**config.mk**
```make
export PLATFORM = sky130hd
export DESIGN_NAME = uper_event_regs
export DESIGN_NICKNAME = d
export VERILOG_FILES = /design/src/inc/uper_pkg.sv /design/src/logic/uper_event_regs.sv
export SDC_FILE = /design/constraint.sdc
export NUM_CORES = 1
export LEC_CHECK = 0
export BUFFER_PORTS_ARGS = -buffer_cell sky130_fd_sc_hd__buf_2
export CORE_ASPECT_RATIO = 0.9
export CORE_UTILIZATION = 35
export CTS_BUF_LIST = sky130_fd_sc_hd__clkbuf_8
export CTS_CLUSTER_SIZE = 24
export DETAILED_ROUTE_END_ITERATION = 8
export GPL_TIMING_DRIVEN = 0
export PLACE_DENSITY = 0.62
export SETUP_SLACK_MARGIN = 0.4
export SYNTH_ARGS = -nofsm -noshare
export SYNTH_HDL_FRONTEND = slang
export SYNTH_SLANG_ARGS = --single-unit
```
**constraint.sdc**
```tcl
create_clock -name clk_sys -period 4.98 [get_ports clk_sys]
set_input_delay 0.249 -clock clk_sys [delete_from_list [all_inputs] [get_ports clk_sys]]
set_output_delay 0.249 -clock clk_sys [all_outputs]
set_load 0.02 [all_outputs]
```
**src/inc/uper_pkg.sv**
```systemverilog
package uper_pkg;

	localparam int UPER_AW = 8;
	localparam int UPER_NIND = 5;

	// printed offsets are register indices; byte address = 4 * index
	localparam logic [5:0] UPER_RISE_BASE = 6'h0D;
	localparam logic [5:0] UPER_RISE_SET = 6'h0E;
	localparam logic [5:0] UPER_RISE_CLR = 6'h0F;
	localparam logic [5:0] UPER_FALL_BASE = 6'h10;
	localparam logic [5:0] UPER_FALL_SET = 6'h11;
	localparam logic [5:0] UPER_FALL_CLR = 6'h12;
	localparam logic [5:0] UPER_STATUS = 6'h13;
	localparam logic [5:0] UPER_LATCH = 6'h14;
	localparam logic [5:0] UPER_DEBUG = 6'h15;
	localparam logic [5:0] UPER_SCR_BASE = 6'h16;
	localparam logic [5:0] UPER_SCR_SET = 6'h17;
	localparam logic [5:0] UPER_SCR_CLR = 6'h18;
	localparam logic [5:0] UPER_IRQ_MASK = 6'h20;
	localparam logic [5:0] UPER_MODE = 6'h21;

	localparam int UPER_BIT_DETACH = 0;
	localparam int UPER_BIT_VBUS = 1;
	localparam int UPER_BIT_SVALID = 2;
	localparam int UPER_BIT_SEND = 3;
	localparam int UPER_BIT_ID_PIN_GROUNDED = 4;
	localparam int UPER_BIT_HOST = 0;

	localparam logic [4:0] UPER_EN_RESET = 5'h1F;
	localparam logic [7:0] UPER_SCR_RESET = 8'h00;
	localparam logic [4:0] UPER_MASK_RESET = 5'h00;
	localparam logic [31:0] UPER_UNMAPPED = 32'h00000000;

	typedef struct packed {
		logic id_pin_grounded;
		logic session_power_low;
		logic session_power_ok;
		logic vbus_good;
		logic detach;
	} uper_ind_s;

	typedef struct packed {
		logic read;
		logic write;
		logic [UPER_AW-1:0] address;
		logic [31:0] writedata;
	} uper_req_s;

endpackage : uper_pkg

```
**src/logic/uper_event_regs.sv**
```systemverilog
// Functional notes
// - rise enable: write/set/clear, resets ones
// - detach rising event only in host mode
// - bus power good rising event
// - session ok, low, id rising events
// - fall enable: write/set/clear, resets ones
// - falling events; detach only in host
// - status shows live indicators, no latch
// - power good status zero if both enabled
// - session low status zero if both
// - session ok status always live
// - status zero only right after reset
// - latch bit set on enabled edge
// - latch clears on read, not writable
// - debug shows two-bit line level
// - scratch byte write/set/clear, no effect
//
// Our own choice: the Avalon-MM interface to the registers.
`timescale 1ns/1ps
`default_nettype none
module uper_event_regs
	import uper_pkg::*;
(
	input wire logic clk_sys,
	input wire logic rst,
	input wire logic [UPER_AW-1:0] avs_address,
	input wire logic avs_read,
	input wire logic avs_write,
	input wire logic [31:0] avs_writedata,
	output logic [31:0] avs_readdata,
	output logic avs_waitrequest,
	input wire logic host_disconnect,
	input wire logic vbus_good,
	input wire logic session_power_ok,
	input wire logic session_power_low,
	input wire logic id_pin_grounded,
	input wire logic [1:0] line_state,
	output logic irq
);

	typedef enum logic [1:0] {UPER_IDLE, UPER_ACK} uper_bus_e;

	function automatic logic [7:0] reg_update(input logic [7:0] cur, input logic [7:0] d,
			input logic [1:0] kind);
		case (kind)
			2'h0: reg_update = d;
			2'h1: reg_update = cur | d;
			2'h2: reg_update = cur & ~d;
			default: reg_update = cur;
		endcase
	endfunction : reg_update

	uper_bus_e bus_state;
	uper_ind_s sync1;
	uper_ind_s sync2;
	uper_ind_s sync3;
	uper_ind_s ind;
	logic [1:0] ls1;
	logic [1:0] ls2;
	logic [1:0] ls3;
	logic [1:0] ls;
	logic [4:0] rise_en;
	logic [4:0] fall_en;
	logic [4:0] latch;
	logic [4:0] irq_mask;
	logic [7:0] scratch;
	logic host_mode;

	uper_req_s req;
	assign req = '{read: avs_read, write: avs_write, address: avs_address,
		writedata: avs_writedata};

	wire [5:0] idx = req.address[7:2];
	wire take = (bus_state == UPER_IDLE) && (req.read || req.write);
	wire wr = take && req.write;
	wire rd = take && req.read;
	wire [7:0] wd = req.writedata[7:0];

	wire wr_rise = wr && (idx >= UPER_RISE_BASE) && (idx <= UPER_RISE_CLR);
	wire [1:0] rise_kind = 2'(idx - UPER_RISE_BASE);
	wire wr_fall = wr && (idx >= UPER_FALL_BASE) && (idx <= UPER_FALL_CLR);
	wire [1:0] fall_kind = 2'(idx - UPER_FALL_BASE);
	wire wr_scr = wr && (idx >= UPER_SCR_BASE) && (idx <= UPER_SCR_CLR);
	wire [1:0] scr_kind = 2'(idx - UPER_SCR_BASE);

	// pin inputs: a change counts once stages two and three agree
	always_ff @(posedge clk_sys) begin
		if (rst) begin
			sync1 <= '0;
			sync2 <= '0;
			sync3 <= '0;
			ls1 <= 2'h0;
			ls2 <= 2'h0;
			ls3 <= 2'h0;
		end else begin
			sync1 <= {id_pin_grounded, session_power_low, session_power_ok, vbus_good,
				host_disconnect};
			sync2 <= sync1;
			sync3 <= sync2;
			ls1 <= line_state;
			ls2 <= ls1;
			ls3 <= ls2;
		end
	end

	wire [4:0] agree = ~(sync2 ^ sync3);
	wire [4:0] ls_agree = {3'h0, ~(ls2 ^ ls3)};
	wire [4:0] ind_bits = ind;
	wire [4:0] next_ind_bits = (sync2 & agree) | (ind_bits & ~agree);

	wire [4:0] edge_ok = {4'hF, host_mode};
	wire [4:0] rise_ev = next_ind_bits & ~ind_bits & rise_en & edge_ok;
	wire [4:0] fall_ev = ~next_ind_bits & ind_bits & fall_en & edge_ok;
	wire [4:0] events = rise_ev | fall_ev;

	always_ff @(posedge clk_sys) begin
		if (rst) begin
			ind <= '0;
			ls <= 2'h0;
		end else begin
			ind <= next_ind_bits;
			ls <= (ls2 & ls_agree[1:0]) | (ls & ~ls_agree[1:0]);
		end
	end

	always_ff @(posedge clk_sys) begin
		if (rst) begin
			rise_en <= UPER_EN_RESET;
		end else if (wr_rise) begin
			rise_en <= 5'(reg_update({3'h0, rise_en}, wd, rise_kind));
		end
	end

	always_ff @(posedge clk_sys) begin
		if (rst) begin
			fall_en <= UPER_EN_RESET;
		end else if (wr_fall) begin
			fall_en <= 5'(reg_update({3'h0, fall_en}, wd, fall_kind));
		end
	end

	always_ff @(posedge clk_sys) begin
		if (rst) begin
			scratch <= UPER_SCR_RESET;
		end else if (wr_scr) begin
			scratch <= reg_update(scratch, wd, scr_kind);
		end
	end

	always_ff @(posedge clk_sys) begin
		if (rst) begin
			irq_mask <= UPER_MASK_RESET;
			host_mode <= 1'b0;
		end else if (wr && idx == UPER_IRQ_MASK) begin
			irq_mask <= wd[4:0];
		end else if (wr && idx == UPER_MODE) begin
			host_mode <= wd[UPER_BIT_HOST];
		end
	end

	wire rd_latch = rd && (idx == UPER_LATCH);
	wire [4:0] next_latch = (rd_latch ? 5'h00 : latch) | events;

	always_ff @(posedge clk_sys) begin
		if (rst) begin
			latch <= '0;
		end else begin
			latch <= next_latch;
		end
	end

	// zero only until inputs settle after reset
	// power good hidden when both enabled
	// session low hidden when both enabled
	wire [4:0] status_view = {ind.id_pin_grounded,
		ind.session_power_low & ~(rise_en[UPER_BIT_SEND] & fall_en[UPER_BIT_SEND]),
		ind.session_power_ok,
		ind.vbus_good & ~(rise_en[UPER_BIT_VBUS] & fall_en[UPER_BIT_VBUS]),
		ind.detach};

	logic [31:0] rd_mux;
	always_comb begin
		case (idx)
			UPER_RISE_BASE, UPER_RISE_SET, UPER_RISE_CLR: rd_mux = {27'h0, rise_en};
			UPER_FALL_BASE, UPER_FALL_SET, UPER_FALL_CLR: rd_mux = {27'h0, fall_en};
			UPER_STATUS: rd_mux = {27'h0, status_view};
			UPER_LATCH: rd_mux = {27'h0, latch};
			// line level in low two bits
			UPER_DEBUG: rd_mux = {30'h0, ls};
			UPER_SCR_BASE, UPER_SCR_SET, UPER_SCR_CLR: rd_mux = {24'h0, scratch};
			UPER_IRQ_MASK: rd_mux = {27'h0, irq_mask};
			UPER_MODE: rd_mux = {31'h0, host_mode};
			default: rd_mux = UPER_UNMAPPED;
		endcase
	end

	// one wait state: request taken in idle, answered next cycle
	always_ff @(posedge clk_sys) begin
		if (rst) begin
			bus_state <= UPER_IDLE;
			avs_waitrequest <= 1'b1;
			avs_readdata <= '0;
		end else begin
			case (bus_state)
				UPER_IDLE: begin
					if (take) begin
						bus_state <= UPER_ACK;
						avs_waitrequest <= 1'b0;
						avs_readdata <= rd_mux;
					end
				end
				UPER_ACK: begin
					bus_state <= UPER_IDLE;
					avs_waitrequest <= 1'b1;
				end
				default: begin
					bus_state <= UPER_IDLE;
					avs_waitrequest <= 1'b1;
				end
			endcase
		end
	end

	always_ff @(posedge clk_sys) begin
		if (rst) begin
			irq <= 1'b0;
		end else begin
			irq <= |(next_latch & irq_mask);
		end
	end

endmodule : uper_event_regs
`default_nettype wire

```
# After elaboration in Yosys (flattened, before gate mapping)
# Index checks and enable logic that the tools add are counted.
# word_totals
wordCells,136
inputBits,51
ff_bits,92
# classes
magnitude_cmp,6
bitwise,38
muxes,5
reduce_logical,30
eq_ne,20
n_addsub,3
# op_table
cell,count
$pmux W8 S8,1
$and A5 B5 Y5,11
$eq A6 B5 Y1 const B,9
$pmux W5 S3,2
$or A5 B5 Y5,5
$pmux W8 S3,1
$not A5 Y5,4
$eq A6 B4 Y1 const B,3
$eq A6 B6 Y1 const B,2
$ge A6 B5 Y1 const B,2
$le A6 B5 Y1 const B,2
$logic_and A1 B1 Y1,12
$reduce_and A2 Y1,5
$reduce_bool A3 Y1,3
$reduce_or A3 Y1,3
$and A8 B8 Y8,1
$logic_not A2 Y1,4
$not A8 Y8,1
$or A8 B8 Y8,1
$eq A2 B1 Y1 const B,3
$eq A2 B2 Y1 const B,3
$ge A6 B4 Y1 const B,1
$le A6 B4 Y1 const B,1
$mux W5,1
12 further kinds,21

# Longest topological paths before layout
# logic_depth
ltp_word,13
depth_mapped,8
depth_no_buf,7

# Least setup slack after synthesis
# Ideal clock, no wire load.
# synth_path
path_type,input-to-reg
startpoint,in avs_address[3]
endpoint,reg avs_readdata[0]
arrival_time_ns,1.680
setup_slack_ns,3.167
required_ns,4.847
path_stages,8
path_cell_list,inv_1 -> ha_1 -> clkbuf_1 -> nor2_1 -> a211oi_1 -> a311o_1 -> o31ai_1 -> nor3_2
# synth_between
elab_chain_len,3
elab_cells_between_ends,18
classes_between,eq/ne: 14; mux: 1; reduce/logical: 3
# synth_lines
item,line,text
from (decl),uper_event_regs.sv:26,"input wire logic [UPER_AW-1:0] avs_address,"
$eq A6 B5 Y1 or $eq A6 B4 Y1 (tied branches),uper_event_regs.sv:183,case (idx)
$reduce_or A3 Y1,uper_event_regs.sv:183,
$pmux W8 S8 (*),uper_event_regs.sv:183,
to (signal assigned),uper_event_regs.sv:209,avs_readdata <= rd_mux;
to (decl),uper_event_regs.sv:30,"output logic [31:0] avs_readdata,"
# Mark *: on every way between the ends. The rest lies on a longest branch, timed or not.
# A chain may end at the register's enable or synchronous reset.

# Final worst setup path
# Same ends and word-level chain as after synthesis.

==> impl_metrics.json <==
{
  "grt.met1_usage": 0.238,
  "number_of_buffer_and_inverter_stages_on_the_critical_path": 3,
  "p_leak_nw": 1.68,
  "critical_path_cell_count": 9,
  "detail_route.wl_per_cell_um": 15.1,
  "finalHoldViolations": 0,
  "worstReg2RegStart": "bus_state[0]",
  "areaGrowthSynthToFinish_pct": 17.6,
  "filler_cell_count": 939,
  "number_of_instances_in_the_synthesized_netlist": 381,
  "floorplan.initialDensity": 0.369,
  "type_of_the_setup_path_with_the_least_slack": "input pin to flop",
  "fin_crit_sh": 0.424,
  "fin_crit_ns": 2.11,
  "switching_share": 0.262,
  "post_cts_resize_count": 0,
  "antennaDiodeCount": 0,
  "vias_in_the_first_global_route": 2687,
  "most-common-layout-cells": "68 x dfxtp_1, 34 x nand2_1, 32 x buf_2",
  "launching_element_type_of_the_critical_path": "input pin",
  "io_buffer_count": 30,
  "timing.setup.tns_ns": 0,
  "setup_repair_after_global_routing_missed_its_margin": "no",
  "grt.overflow.total": 0,
  "switching_power_mw": 0.315,
  "yosys_warnings": 0,
  "timing_max_transition_violations_final": 0,
  "global_route.usage.total": 0.178,
  "peak_vdd_ir_uv": 116,
  "cp_peak_stage_delay_ns": 0.45,
  "place_hpwl_mm": 6.44,
  "dr.pass1.iters": 5,
  "gpl.final_weighted_congestion": 0.858,
  "global_route.peak_usage_layer": "met2",
  "post_synth_num_cell_types": 60,
  "grt_pass1_wl_mm": 13.8,
  "die_width_um": 106,
  "finish.cell_count_without_fillers": 572,
  "drive_gt1_frac": 0.189,
  "grt.met3_usage": 0.0427,
  "worst_max_slew_margin_expressed_relative_to_the_limit": 0.596,
  "detailedRoute.firstIterationViolations": 150,
  "post_synth.cell_area_avg_um2": 8.99,
  "post_cts_hold_buffer_count": 0,
  "crit_start": "avs_address[3]",
  "finalNetCount": 503,
  "max_cap_viols": 0,
  "floorplan.core_area_um2": 9290,
  "setup.worst_path.end_class": "flop",
  "status": "finished clean",
  "tritoncts_clock_tree": "done",
  "cp_data_required_time_ns": 5.20,
  "die_area_um2": 10200,
  "cts.path.max_buffers": 2,
  "htree_levels": 3,
  "met2_usage": 0.284,
  "grt_start_max_net_pins": 13,
  "synthMuxAreaShare": 0.0175,
  "synthArstFlopShare": 0,
  "crit_path_cell_trace": "buf_2 > inv_1 > ha_1 > clkbuf_1 > nor2_1 > a211oi_1 > a311o_1 > o31ai_1 > nor3_2",
  "post_synthesis_compound_gate_area_fraction": 0.243,
  "timing.clock.skew_ns": 0.00661,
  "timing.reg2reg.worst_path_depth": 5,
  "synth_top_family_by_area": "compound AO/OA/AOI/OAI gates",
  "clock_sink_count": 68,
  "worst_r2r_dst": "rise_en[4]",
  "drt.antenna.violating_nets": 0,
  "fmax_achieved_mhz": 474,
  "vias": 2960,
  "floorplan.rows": 33,
  "timing.hold.worst.class": "input pin to flop",
  "setup_viol": 0,
  "drt-vias-per-instance": 5.17,
  "synthesized_flop_and_latch_total": 68,
  "grt_antenna_before_repair": 0,
  "synth_sequential_area_ratio": 0.397,
  "comb_power_share": 0.120,
  "synth_area_um2": 3430,
  "ff2ff_setup_slack_ns": 3.16,
  "post-place-cells": 556,
  "pwr_density_cell_nw_per_um2": 299,
  "number_of_enable_type_register_cells_in_the_synthesized_netlist": 0,
  "clock_input_transition_at_the_sequential_cells_of_the_worst_setup_and_hold_paths_ns": 0.08,
  "cp-endpoint": "avs_readdata[0]",
  "routed_wl_mm": 8.63,
  "critPathSlowestCell": "o31ai_1",
  "die_height_um": 95.9,
  "sequential_group_share_of_total_power": 0.465,
  "critical_path_s_top_delay_family": "compound AO/OA/AOI/OAI gates",
  "clock_tree.root_cell": "clkbuf_8",
  "final_common_cell": "dfxtp_1",
  "cts_post_setup_buffers_inserted": 0,
  "yosys_most_used_dff": "dfxtp_1",
  "io_pins": 85,
  "synth_simple_gate_area_frac": 0.211,
  "clock_latency_ns": 0.35,
  "clkPwrFrac": 0.415,
  "tightest_slew_ns": 0.606,
  "cts_made_buffers": 9,
  "remaining_drc_errors": 0,
  "internal_power_mw": 0.888,
  "worst_ep_arrival_ns": 2.33,
  "path_max_fanout": 10,
  "share_of_synthesized_cell_area_in_full_adder_half_adder_and_majority_cells": 0.0256,
  "synth_xor_area_frac": 0.0102
}
==> sequential cells by signal, summed over array words and instances (netlist names), named ones only <==
signal,count
fall_en,5
sync1,5
ls3,2
latch,5
rise_en,5
avs_waitrequest,1
bus_state,1
ind,5
ls1,2
ls2,2
sync2,5
avs_readdata,8
scratch,8
irq_mask,5
host_mode,1
irq,1
sync3,5
==> layout make-up <==
| type | count | area (um^2) | area share |
|---|---|---|---|
| repair buffers | 30 | 150 | 0.0373 |
| clock buffers | 9 | 124 | 0.0307 |
| well taps | 122 | 153 | 0.0379 |
| multi-input cells | 277 | 1830 | 0.453 |
| plain buffers | 45 | 273 | 0.0677 |
| clock inverters | 7 | 91.3 | 0.0227 |
| flip-flops and latches | 68 | 1360 | 0.338 |
| inverters | 14 | 52.6 | 0.0130 |
==> power by group through the flow <==
| stage | logic [mW] | registers (mW) | clock network (mW) |
|---|---|---|---|
| floorplan | 0.105 | 0.572 | 0 |
| global placement | 0.140 | 0.572 | 0 |
| detailed placement | 0.142 | 0.573 | 0 |
| CTS | 0.143 | 0.560 | 0.506 |
| global route | 0.157 | 0.561 | 0.531 |
| finish | 0.144 | 0.560 | 0.499 |
==> cell families (layout without fill, tap and decap cells) <==
logic type,after synthesis,in the layout
AOI/OAI and AO/OA,116,116
muxes,6,6
buffers and inverters,59,105
xor gates and xnor gates,4,4
other,1,24
adders and majority gates,7,7
and+or+nand+nor,120,120
DFF,68,68
==> layer usage <==
| layer | up-vias | share of wire |
|---|---|---|
| met2 | 120 | 0.45 |
| met4 | 0 | 0.0052 |
| met3 | 5 | 0.082 |
| met5 | - | 0 |
| met1 | 1380 | 0.46 |
| li1 | 1455 | - |
==> how the worst min path moves through the flow <==
stage | start | endpoint | slack (ns) | cells after the start
5_1_grt | session_power_ok | sync1[2] | 0.09 | 2
6_report | session_power_ok | sync1[2] | 0.11 | 2
2_1_floorplan | avs_writedata[4] | fall_en[4] | 0.37 | 2
3_5_place_dp | ls1[0] | ls2[0] | 0.43 | 1
4_1_cts | session_power_low | sync1[3] | 0.09 | 2
3_3_place_gp | ls1[1] | ls2[1] | 0.42 | 1
==> worst reg2reg max path, cell delays in order, from the launching register on <==
cell       delay, ns
dfxtp_1         0.34
nand2b_1        0.25
a2111oi_4       0.44
and2b_1         0.34
nor3b_1         0.23
o31ai_1         0.09
==> through the flow <==
stage                     hold WS, ns  instance area [um^2]   util  power (mW)  setup slack (ns)
final                           0.107                  4030  0.434        1.20              2.87
after global routing           0.0913                  4030  0.434        1.25              2.83
after CTS                      0.0933                  4030  0.434        1.21              2.94
after detailed placement        0.427                  3810  0.411       0.715              2.58
after global placement          0.418                  3810  0.411       0.712              2.59
after floorplan                 0.370                  3510      -       0.677              3.17
==> synth_stat cells, drive strengths merged (6+ instances only) <==
cell    count  area share
buf        29       0.062
mux2i       6       0.018
inv        13       0.014
nor2b      24       0.044
a21oi      31       0.046
a221o       6       0.018
a21o       12       0.026
nor3b       6       0.013
dfxtp      68        0.40
clkbuf     16       0.018
ha          7       0.026
nor2       16       0.018
nand2      34       0.037
a211oi     18       0.041
a22oi       9       0.020
o21ai      15       0.022
Power figures use the tool's default switching activity.
